<file path="config.mk">
export PLATFORM = sky130hd
export DESIGN_NAME = ats_sequencer
export DESIGN_NICKNAME = d
export VERILOG_FILES = /design/src/ats_pkg.sv /design/src/ats_edge_sync.sv /design/src/ats_sequencer.sv
export SDC_FILE = /design/constraint.sdc
export NUM_CORES = 1
export LEC_CHECK = 0
export CORE_MARGIN = 2
export CORE_UTILIZATION = 28
export CTS_CLUSTER_SIZE = 20
export DETAILED_ROUTE_END_ITERATION = 12
export DONT_BUFFER_PORTS = 1
export PLACE_DENSITY_LB_ADDON = 0.08
export SYNTH_ARGS = -nofsm -noshare
export SYNTH_HDL_FRONTEND = slang
export SYNTH_HIERARCHICAL = 1
export SYNTH_SLANG_ARGS = --single-unit
</file>
<file path="constraint.sdc">
create_clock -name sys_clk -period 15.25 [get_ports sys_clk]
set_clock_uncertainty 0.1 [all_clocks]
set_input_delay 3.05 -clock sys_clk [delete_from_list [all_inputs] [get_ports sys_clk]]
set_output_delay 3.05 -clock sys_clk [all_outputs]
set_load 0.05 [all_outputs]
</file>
<file path="src/ats_pkg.sv">
// constants and types shared by the acquisition trigger sequencer files
// assumes one 40 MHz system clock and a word-aligned register port

// ============================================================
// package
package ats_pkg;

    // register port widths
    localparam int ATS_AW = 8;
    localparam int ATS_DW = 32;

    // ============================================================
    // register byte addresses
    localparam logic [ATS_AW-1:0] ATS_ADDR_CTRL    = 8'h00;
    localparam logic [ATS_AW-1:0] ATS_ADDR_FCOUNT  = 8'h04;
    localparam logic [ATS_AW-1:0] ATS_ADDR_PERIOD  = 8'h08;
    localparam logic [ATS_AW-1:0] ATS_ADDR_CMD     = 8'h0C;
    localparam logic [ATS_AW-1:0] ATS_ADDR_STATUS  = 8'h10;
    localparam logic [ATS_AW-1:0] ATS_ADDR_TOTAL   = 8'h14;
    localparam logic [ATS_AW-1:0] ATS_ADDR_IGNORED = 8'h18;

    // ============================================================
    // control register fields
    localparam int ATS_CTRL_W        = 6;
    localparam int ATS_CTRL_ACQ_EN   = 0;  // acquisition start trigger mode on
    localparam int ATS_CTRL_FRM_EN   = 1;  // frame start trigger mode on (line 1)
    localparam int ATS_CTRL_ACT_FALL = 2;  // 0 rising edge, 1 falling edge
    localparam int ATS_CTRL_DIR_OUT  = 3;  // 0 line is input, 1 line is output
    localparam int ATS_CTRL_LINE_VAL = 4;  // level driven when line is output
    localparam int ATS_CTRL_RATE_EN  = 5;  // programmed frame period in use
    localparam logic [ATS_CTRL_W-1:0] ATS_CTRL_RST = 6'h00;

    // command register bits, write-only pulses
    localparam int ATS_CMD_START = 0;
    localparam int ATS_CMD_STOP  = 1;
    localparam int ATS_CMD_TRIG  = 2;

    // status register fields
    localparam int ATS_STAT_STATE_LSB = 0;
    localparam int ATS_STAT_LINE      = 3;
    localparam int ATS_STAT_BURST_LSB = 16;

    // ============================================================
    // counter widths and reset values
    localparam int ATS_FCOUNT_W = 16;
    localparam int ATS_PERIOD_W = 24;
    localparam int ATS_TOTAL_W  = 32;
    localparam int ATS_IGN_W    = 16;
    localparam logic [ATS_FCOUNT_W-1:0] ATS_FCOUNT_RST = 16'h0001;
    localparam logic [ATS_PERIOD_W-1:0] ATS_PERIOD_RST = 24'h000FA0;

    // ============================================================
    // timing: shortest frame period allowed, a least time so rounded up
    localparam int ATS_CLK_PERIOD_NS = 25;
    localparam int ATS_MIN_FRAME_NS  = 1000;
    localparam logic [ATS_PERIOD_W-1:0] ATS_MIN_FRAME_CYC =
        ATS_PERIOD_W'((ATS_MIN_FRAME_NS + ATS_CLK_PERIOD_NS - 1) / ATS_CLK_PERIOD_NS);

    // acquisition status, one-hot
    typedef enum logic [2:0] {
        ATS_ST_IDLE       = 3'b001,
        ATS_ST_WAIT_ACQ   = 3'b010,
        ATS_ST_WAIT_FRAME = 3'b100
    } ats_state_t;

endpackage

</file>
<file path="src/ats_edge_sync.sv">
// three-stage pin synchroniser with a filtered level and edge pulses
// assumes the pin is asynchronous to sys_clk; pulses are one cycle wide

`timescale 1ns/1ps

// ============================================================
// synchroniser and edge detector
module ats_edge_sync
(
    input  wire logic sys_clk,
    input  wire logic rst_n,
    input  wire logic ce,
    input  wire logic pin_in,
    output logic      level,
    output logic      rise,
    output logic      fall
);
    import ats_pkg::*;

    typedef struct packed {
        logic s1;
        logic s2;
        logic s3;
        logic level_r;
        logic rise_r;
        logic fall_r;
    } ats_sync_t;

    localparam ats_sync_t SYNC_RST = '{default: 1'b0};

    ats_sync_t q;
    ats_sync_t n;

    // a change counts only once stages two and three agree; s1 feeds s2 only
    always_comb
    begin
        n        = q;
        n.s1     = pin_in;
        n.s2     = q.s1;
        n.s3     = q.s2;
        n.rise_r = 1'b0;
        n.fall_r = 1'b0;
        if ((q.s2 == q.s3) && (q.s3 != q.level_r))
        begin
            n.level_r = q.s3;
            n.rise_r  = q.s3;
            n.fall_r  = !q.s3;
        end
    end

    // state register, frozen while ce is low
    always_ff @(posedge sys_clk)
    begin
        if (!rst_n)
            q <= SYNC_RST;
        else if (ce)
            q <= n;
    end

    assign level = q.level_r;
    assign rise  = q.rise_r;
    assign fall  = q.fall_r;
endmodule

</file>
<file path="src/ats_sequencer.sv">
// acquisition trigger sequencer: acquisition and frame start control
// assumes a single-cycle register port master on sys_clk and an
// asynchronous trigger source on line 1
//
// Design decisions made here: the plain strobed port and the placing of the registers.

`timescale 1ns/1ps

// ============================================================
// top module
module ats_sequencer
(
    input  wire logic                     sys_clk,
    input  wire logic                     rst_n,
    input  wire logic                     ce,
    input  wire logic [ats_pkg::ATS_AW-1:0] reg_addr,
    input  wire logic [ats_pkg::ATS_DW-1:0] reg_wdata,
    input  wire logic                     reg_wr,
    input  wire logic                     reg_rd,
    output logic      [ats_pkg::ATS_DW-1:0] reg_rdata,
    input  wire logic                     line1_in,
    output logic                          line1_out,
    output logic                          line1_oe,
    output logic                          frame_start,
    output logic                          waiting_acq,
    output logic                          waiting_frame
);
    import ats_pkg::*;

    // ============================================================
    // state
    typedef struct packed {
        ats_state_t              state;
        logic [ATS_CTRL_W-1:0]   ctrl;
        logic [ATS_FCOUNT_W-1:0] fcount;
        logic [ATS_PERIOD_W-1:0] period;
        logic [ATS_FCOUNT_W-1:0] burst;
        logic [ATS_PERIOD_W-1:0] tick;
        logic [ATS_TOTAL_W-1:0]  total;
        logic [ATS_IGN_W-1:0]    ignored;
        logic [ATS_DW-1:0]       rd_data;
        logic                    frame_start;
    } ats_core_t;

    localparam ats_core_t CORE_RST = '{
        state:       ATS_ST_IDLE,
        ctrl:        ATS_CTRL_RST,
        fcount:      ATS_FCOUNT_RST,
        period:      ATS_PERIOD_RST,
        burst:       '0,
        tick:        '0,
        total:       '0,
        ignored:     '0,
        rd_data:     '0,
        frame_start: 1'b0
    };

    ats_core_t q;
    ats_core_t n;

    logic                    line_level;
    logic                    line_rise;
    logic                    line_fall;
    logic                    wr_ctrl;
    logic                    wr_fcount;
    logic                    wr_period;
    logic                    wr_cmd;
    logic                    wr_ign;
    logic                    cmd_start;
    logic                    cmd_stop;
    logic                    cmd_trig;
    logic                    line_is_input;
    logic                    line_edge;
    logic                    acq_trig;
    logic                    int_tick;
    logic                    frame_trig;
    logic [ATS_PERIOD_W-1:0] period_eff;
    logic [ATS_FCOUNT_W-1:0] burst_nxt;

    // ============================================================
    // line 1 synchroniser
    ats_edge_sync u_line_sync
    (
        .sys_clk (sys_clk),
        .rst_n   (rst_n),
        .ce      (ce),
        .pin_in  (line1_in),
        .level   (line_level),
        .rise    (line_rise),
        .fall    (line_fall)
    );

    // ============================================================
    // register port decode
    assign wr_ctrl   = reg_wr && (reg_addr == ATS_ADDR_CTRL);
    assign wr_fcount = reg_wr && (reg_addr == ATS_ADDR_FCOUNT);
    assign wr_period = reg_wr && (reg_addr == ATS_ADDR_PERIOD);
    assign wr_cmd    = reg_wr && (reg_addr == ATS_ADDR_CMD);
    assign wr_ign    = reg_wr && (reg_addr == ATS_ADDR_IGNORED);
    assign cmd_start = wr_cmd && reg_wdata[ATS_CMD_START];
    assign cmd_stop  = wr_cmd && reg_wdata[ATS_CMD_STOP];
    assign cmd_trig  = wr_cmd && reg_wdata[ATS_CMD_TRIG];

    // ============================================================
    // trigger sources
    // an output line would see its own drive, so only an input line triggers
    assign line_is_input = !q.ctrl[ATS_CTRL_DIR_OUT];
    assign line_edge     = line_is_input &&
                           (q.ctrl[ATS_CTRL_ACT_FALL] ? line_fall : line_rise);

    // acquisition start: software command, or always present when mode is off
    assign acq_trig = q.ctrl[ATS_CTRL_ACQ_EN] ? cmd_trig : 1'b1;

    // internal frame rate; a short programmed period is clamped to the maximum rate
    always_comb
    begin
        period_eff = ATS_MIN_FRAME_CYC;
        if (q.ctrl[ATS_CTRL_RATE_EN] && (q.period > ATS_MIN_FRAME_CYC))
            period_eff = q.period;
    end

    // >= rather than == so that shortening the period never skips a tick
    assign int_tick   = (q.tick >= (period_eff - ATS_PERIOD_W'(1)));
    assign frame_trig = q.ctrl[ATS_CTRL_FRM_EN] ? line_edge : int_tick;
    assign burst_nxt  = q.burst + ATS_FCOUNT_W'(1);

    // ============================================================
    // next state: sequencer, counters and registers
    always_comb
    begin
        n             = q;
        n.frame_start = 1'b0;
        n.rd_data     = '0;

        // frame period timer runs only while frames are awaited
        if (q.state == ATS_ST_WAIT_FRAME)
            n.tick = int_tick ? '0 : q.tick + ATS_PERIOD_W'(1);
        else
            n.tick = '0;

        unique case (q.state)
            ATS_ST_IDLE:
            begin
                if (cmd_start)
                begin
                    n.state = ATS_ST_WAIT_ACQ;
                    n.burst = '0;
                end
            end
            ATS_ST_WAIT_ACQ:
            begin
                // no frame leaves this state until a start trigger arrives
                if (cmd_stop)
                    n.state = ATS_ST_IDLE;
                else if (acq_trig)
                begin
                    n.state = ATS_ST_WAIT_FRAME;
                    n.burst = '0;
                end
            end
            ATS_ST_WAIT_FRAME:
            begin
                if (cmd_stop)
                    n.state = ATS_ST_IDLE;
                else if (frame_trig)
                begin
                    n.frame_start = 1'b1;
                    n.total       = q.total + ATS_TOTAL_W'(1);
                    n.burst       = burst_nxt;
                    // a count of zero behaves as one
                    if (burst_nxt >= q.fcount)
                        n.state = ATS_ST_WAIT_ACQ;
                end
            end
            default:
            begin
                n.state = ATS_ST_IDLE;
            end
        endcase

        // discarded edges are counted; a clear in the same cycle takes effect and the event then counts as one
        if (q.ctrl[ATS_CTRL_FRM_EN] && line_edge && (q.state != ATS_ST_WAIT_FRAME))
            n.ignored = wr_ign ? ATS_IGN_W'(1) : q.ignored + ATS_IGN_W'(1);
        else if (wr_ign)
            n.ignored = '0;

        // configuration writes
        if (wr_ctrl)
            n.ctrl = reg_wdata[ATS_CTRL_W-1:0];
        if (wr_fcount)
            n.fcount = reg_wdata[ATS_FCOUNT_W-1:0];
        if (wr_period)
            n.period = reg_wdata[ATS_PERIOD_W-1:0];

        // read data stands one cycle after the strobe; unmapped reads give zero
        if (reg_rd)
        begin
            unique case (reg_addr)
                ATS_ADDR_CTRL:    n.rd_data[ATS_CTRL_W-1:0]   = q.ctrl;
                ATS_ADDR_FCOUNT:  n.rd_data[ATS_FCOUNT_W-1:0] = q.fcount;
                ATS_ADDR_PERIOD:  n.rd_data[ATS_PERIOD_W-1:0] = q.period;
                ATS_ADDR_STATUS:
                begin
                    n.rd_data[ATS_STAT_STATE_LSB +: $bits(ats_state_t)] = q.state;
                    n.rd_data[ATS_STAT_LINE]                      = line_level;
                    n.rd_data[ATS_STAT_BURST_LSB +: ATS_FCOUNT_W] = q.burst;
                end
                ATS_ADDR_TOTAL:   n.rd_data                   = q.total;
                ATS_ADDR_IGNORED: n.rd_data[ATS_IGN_W-1:0]    = q.ignored;
                default:          n.rd_data                   = '0;
            endcase
        end
    end

    // state register, frozen while ce is low
    always_ff @(posedge sys_clk)
    begin
        if (!rst_n)
            q <= CORE_RST;
        else if (ce)
            q <= n;
    end

    // ============================================================
    // outputs
    assign reg_rdata     = q.rd_data;
    assign frame_start   = q.frame_start;
    assign waiting_acq   = (q.state == ATS_ST_WAIT_ACQ);
    assign waiting_frame = (q.state == ATS_ST_WAIT_FRAME);
    assign line1_oe      = q.ctrl[ATS_CTRL_DIR_OUT];   // driven only as an output
    assign line1_out     = q.ctrl[ATS_CTRL_LINE_VAL];
endmodule

</file>
# Word-level counts from Yosys, hierarchy flattened
# Index checks and enable logic that the tools add are counted.
# classes
div	0
order_cmp	3
mux	32
multipliers	0
n_reduce_logical	26
n_addsub	5
shifts	0
eq_ne	20
n_bitwise	1
# op_table
operator	count
2-to-1 mux 16 bit	8
2-to-1 mux 24 bit	3
case mux 16 bit (3 select lines)	1
case mux 10 bit (4 select lines)	1
adder 16 x 1 -> 16 bit, second input constant	2
adder 32 x 1 -> 32 bit, second input constant	1
2-to-1 mux 32 bit	1
adder 24 x 1 -> 24 bit, second input constant	1
equality test 8 x 5 -> 1 bit, second input constant	3
>= comparator 24 bit	1
greater-than comparator 24 x 6 -> 1 bit, second input constant	1
case mux 4 bit (6 select lines)	1
case mux 8 bit (3 select lines)	1
subtractor 24 x 1 -> 24 bit, second input constant	1
2-to-1 mux 3 bit	6
equality test 8 x 4 -> 1 bit, second input constant	2
>= comparator 16 bit	1
case mux 8 bit (2 select lines)	1
logical AND 1 bit	13
case mux 2 bit (5 select lines)	1
AND reduction 2 bit	5
!= test 3 x 1 -> 1 bit, second input constant	3
case mux 3 bit (3 select lines)	1
equality test 8 x 3 -> 1 bit, second input constant	1
18 further kinds	27
# totals
mem_bits_ro	0
ram_bits	0
input_bits	46
word_cells	103
latchBits	0
memories	0
reg_bits	176

# Depth between registers and ports, before layout
# depth
depth_word	9
depth_mapped	27
ltp_nobuf	22

# Hierarchy
# Netlist, hierarchy kept.
# modules_own_cells
mod	area_per_inst_um2	cells_each	instances
ats_sequencer	9990.8	1301	1
ats_edge_sync	261.5	25	1

# Worst setup path after synthesis
# OpenSTA, ideal clock, no wires.
# synth_path
path_kind	reg2reg
startpoint	register q[138] in the netlist's numbering
endpoint	register q[56] in the netlist's numbering
period_less_slack_ps	5450
setup_ps	128
path_stages_with_launch	28
setup_slack_ps	9800
arrival_ps	5222
cell_sequence	dfxtp_1 buf_2 or4_1 or3_1 nand2b_1 o41a_1 buf_2 nand2_1 ha_1 nand3b_1 or2_1 clkbuf_1 nor2_1 and2_1 nand2_1 xnor2_1 nand2_1 ha_1 nand4_1 nor4_1 o21ai_1 a21oi_1 o22ai_1 clkbuf_1 clkbuf_1 nor4_1 xnor2_1 nor2_1
# synth_between
elab_chain_cells	7
# synth_lines
element	line	rtl
start, declared	ats_sequencer.sv:58	ats_core_t q;
start signal, assigned	ats_sequencer.sv:221	q <= n;
greater-than comparator 24 x 6 -> 1 bit	ats_sequencer.sv:118	if (q.ctrl[ATS_CTRL_RATE_EN] && (q.period > ATS_MIN_FRAME_CYC))
logical AND 1 bit	ats_sequencer.sv:118	
2-to-1 mux 24 bit (*)	ats_sequencer.sv:118	
subtractor 24 x 1 -> 24 bit (*)	ats_sequencer.sv:123	assign int_tick = (q.tick >= (period_eff - ATS_PERIOD_W'(1)));
>= comparator 24 bit (*)	ats_sequencer.sv:123	
2-to-1 mux 1 bit (*)	ats_sequencer.sv:124	assign frame_trig = q.ctrl[ATS_CTRL_FRM_EN] ? line_edge : int_tick;
AND reduction 4 bit (no line) (*)	--	
# Mark *: on every way between the ends. The rest lies on a longest branch, timed or not.
# A chain may end at the register's enable or synchronous reset.

# Final worst setup path
# layout_path
startpoint	register q[138] in the netlist's numbering
endpoint	register q[80] in the netlist's numbering
# Same word-level chain as after synthesis.

==> impl_metrics.py <==
metrics = {
    "synthesis": {
        "ys_async_sr_fraction": 0,
        "netlist_instances": 1326,
        "avgSynthCellArea_um2": 7.732,
        "netlist_area_mm2": 0.01025,
        "synth_flop_cell": "dfxtp_1",
        "synth_area_leaders": "dfxtp_1, nand2_1, a21oi_1",
        "synth_common_cells": "nand2_1, dfxtp_1, nor2_1",
        "ys_ff_latch": 176,
        "synth_top_area_cell": "dfxtp_1",
        "yosysMostFrequentCell": "nand2_1",
        "yosysSeqAreaShare": 0.3437,
        "synth_top_area_frac": 0.3437,
        "synth_warnings": 6,
        "synth_fp_nets": 1417,
        "synth_edf_count": 0,
        "synth_cell_types": 73,
    },
    "global_route": {
        "first_global_vias": 8478,
        "overflow": 0,
        "grt_max_degree": 82,
        "antenna_found_initial": 0,
        "track_usage": 0.1886,
        "grt_first_pass_wirelength_mm": 54.19,
    },
    "cts": {
        "post_cts_resized": 0,
        "post_cts_buffers": 0,
        "cts_buffers": 17,
        "htree_levels": 4,
        "root_buffer": "clkbuf_16",
        "cts_tree": "yes",
        "clock_path_buffers": 2,
        "ctsHoldBuffers": 0,
        "clock_sinks": 176,
        "clkTransAtPathRegs_ps": 70,
        "clock_latency_ps": 460,
    },
    "setup_path": {
        "cp_max_fo": 30,
        "cpMostUsedCell": "nand2_1",
        "cp_num_buf_inv": 1,
        "critPathRequiredTime_ps": 15490,
        "start_kind": "flop",
        "crit_arrival_ps": 6880,
        "critPathTopFamily": "simple AND/OR/NAND/NOR gates",
        "rrSetupSlack_ps": 8620,
        "cp-end-kind": "flop",
        "worstPathCellList": "or4_1, or3_1, nand2b_1, o41a_1, nand2_1, ha_1, nand3b_1, or2_1, nor2_1, and2_1, nand2_1, xnor2_1, nand2_1, ha_1, nand4_1, nor4_1, o21ai_1, a21oi_1, o22ai_2, buf_4, or2_1, or4_1, mux2i_1",
        "slowest_stage": "or4_1",
        "slowest_delay_ps": 650,
        "timing_worst_setup_path_type": "flop to flop",
    },
    "drt": {
        "routedWlPerCell_um": 20.78,
        "first_iter_violations": 564,
        "route.detailed.drc": 0,
        "dr.pass1.iters": 4,
        "routed_via_density": 5.208,
        "dr_total_vias": 8979,
        "postRouteAntennaNets": 0,
        "wl_mm": 35.82,
    },
    "sta": {
        "hold_violations": 0,
        "worstMarginPinSlew_ps": 1229,
        "maxSlewHeadroom": 0.1784,
        "rsz0062_at_grt": "false",
        "min_period_ps": 6634,
        "slew_violations": 0,
        "fmaxAchievable_mhz": 150.7,
        "setup_tns_ps": 0,
        "period_share": 0.4350,
        "setup-violations-final": 0,
    },
    "power_and_ir_drop": {
        "switching_share": 0.2586,
        "p_sw_mw": 0.2599,
        "power_frac_comb": 0.055,
        "internal_power_mw": 0.7454,
        "p_per_area_mw_per_mm2": 91.57,
        "peakVddDrop_mv": 0.07572,
        "leakagePower_nw": 3.733,
        "power.share.clock": 0.479,
        "seqPwrFrac": 0.466,
    },
    "final_layout": {
        "fill_cells": 3944,
        "drive_gt1_frac": 0.06529,
        "stdcell_count": 1724,
        "multi_input_area_mm2": 0.006065,
        "diodes": 0,
        "seq_area_mm2": 0.003523,
        "finalNetCount": 1334,
        "syn_to_final_growth_pct": 7.078,
    },
    "floorplan": {
        "start_util": 0.2821,
        "dieWidth_um": 195.4,
        "num_rows": 70,
        "die_area_mm2": 0.03816,
        "ios": 83,
        "die_h_um": 195.4,
        "core_area_mm2": 0.03635,
    },
    "place": {
        "placed_cells": 1692,
        "gp_congestion": 0.7601,
        "portBuffers": 0,
        "dp_hpwl_mm": 25.72,
    },
    "run": {
        "drv_cap": 0,
    },
    "hold_path": {
        "hp-class": "flop to flop",
    },
    "status": {
        "status": "finished clean",
    },
}
## path summary, 6_finish.rpt
kind          start  endpoint  cells past startpoint
min          q[146]    q[146]                      2
max          q[138]     q[80]                     23
max reg2reg  q[138]     q[80]                     23
min reg2reg  q[146]    q[146]                      2
## registers in the layout, summed over array words and instances, names as in the netlist
register	count
q	135
reg_rdata	32
u_line_sync/n	2
frame_start	1
line1_oe	1
line1_out	1
u_line_sync/fall	1
u_line_sync/level	1
u_line_sync/q	1
u_line_sync/rise	1
## worst register-to-register path, cell delays in order, from the launching register on
cell      delay [ps]
dfxtp_1          440
or4_1            650
or3_1            390
nand2b_1         160
o41a_1           370
nand2_1          120
ha_1             210
nand3b_1         200
or2_1            370
nor2_1           110
and2_1           150
nand2_1           70
xnor2_1          140
nand2_1           80
ha_1             310
nand4_1          150
nor4_1           430
o21ai_1          160
a21oi_1          250
o22ai_2          120
buf_4            280
or2_1            530
or4_1            610
mux2i_1          140
## power by group through the flow
stage	logic (mW)	clock network [mW]	registers, mW
after global placement	0.0561	0	0.479
final	0.0553	0.482	0.468
after CTS	0.0566	0.497	0.468
after floorplan	0.0474	0	0.476
after global routing	0.0624	0.513	0.469
after detailed placement	0.0565	0	0.479
## per-layer routing
metal  up-vias  GRT usage  wire length (um)
li1       4496          -                 -
met1      4299     0.2636             17380
met2       160     0.2948             16220
met3        24    0.03748              1704
met4         0    0.05230               519
met5         -          0                 0
## cell type report
| cell class | count | area share |
|---|---|---|
| Clock inverter | 13 | 0.01596 |
| Sequential cell | 176 | 0.3209 |
| Inverter | 33 | 0.01151 |
| Clock buffer | 19 | 0.04035 |
| Multi-Input combinational cell | 1007 | 0.5524 |
| Timing Repair Buffer | 8 | 0.005471 |
| Tap cell | 468 | 0.05334 |
## through the flow
stage	cell area [um^2]	total power, mW	util	setup WS [ps]	hold slack [ps]
after CTS	10980	1.022	0.3020	8487	367.0
after global placement	10360	0.5351	0.2850	8548	352.0
after detailed placement	10360	0.5352	0.2850	8524	357.0
after global routing	10980	1.044	0.3020	8034	382.7
final	10980	1.005	0.3020	8616	360.9
after floorplan	10250	0.5232	-	9800	336.3
## layout by cell type, fill, tap and decap left out, types with 11 or more instances in the layout
cell type  count
nand2_1      194
dfxtp_1      176
nor2_1       143
a21oi_1      127
o21ai_0       53
ha_1          45
nand3_1       44
xnor2_1       39
nor3_1        35
inv_1         32
mux2i_1       25
nand4_1       23
and3_1        23
nor4_1        20
xor2_1        18
clkbuf_16     17
a22oi_1       16
and2_1        14
nand2b_1      11
nand3b_1      11
a21o_1        11
## cell families (layout without fill, tap and decap cells)
group,count (synthesis),in the layout,share of synthesized area
xor gates and xnor gates,57,57,0.04869
DFF,176,176,0.3437
adders and majority gates,45,45,0.05492
AOI/OAI and AO/OA,293,293,0.1781
muxes,35,35,0.03539
buffers and inverters,143,73,0.06724
and+or+nand+nor,577,577,0.2720
Note: power is estimated with default switching activity, not from simulation.
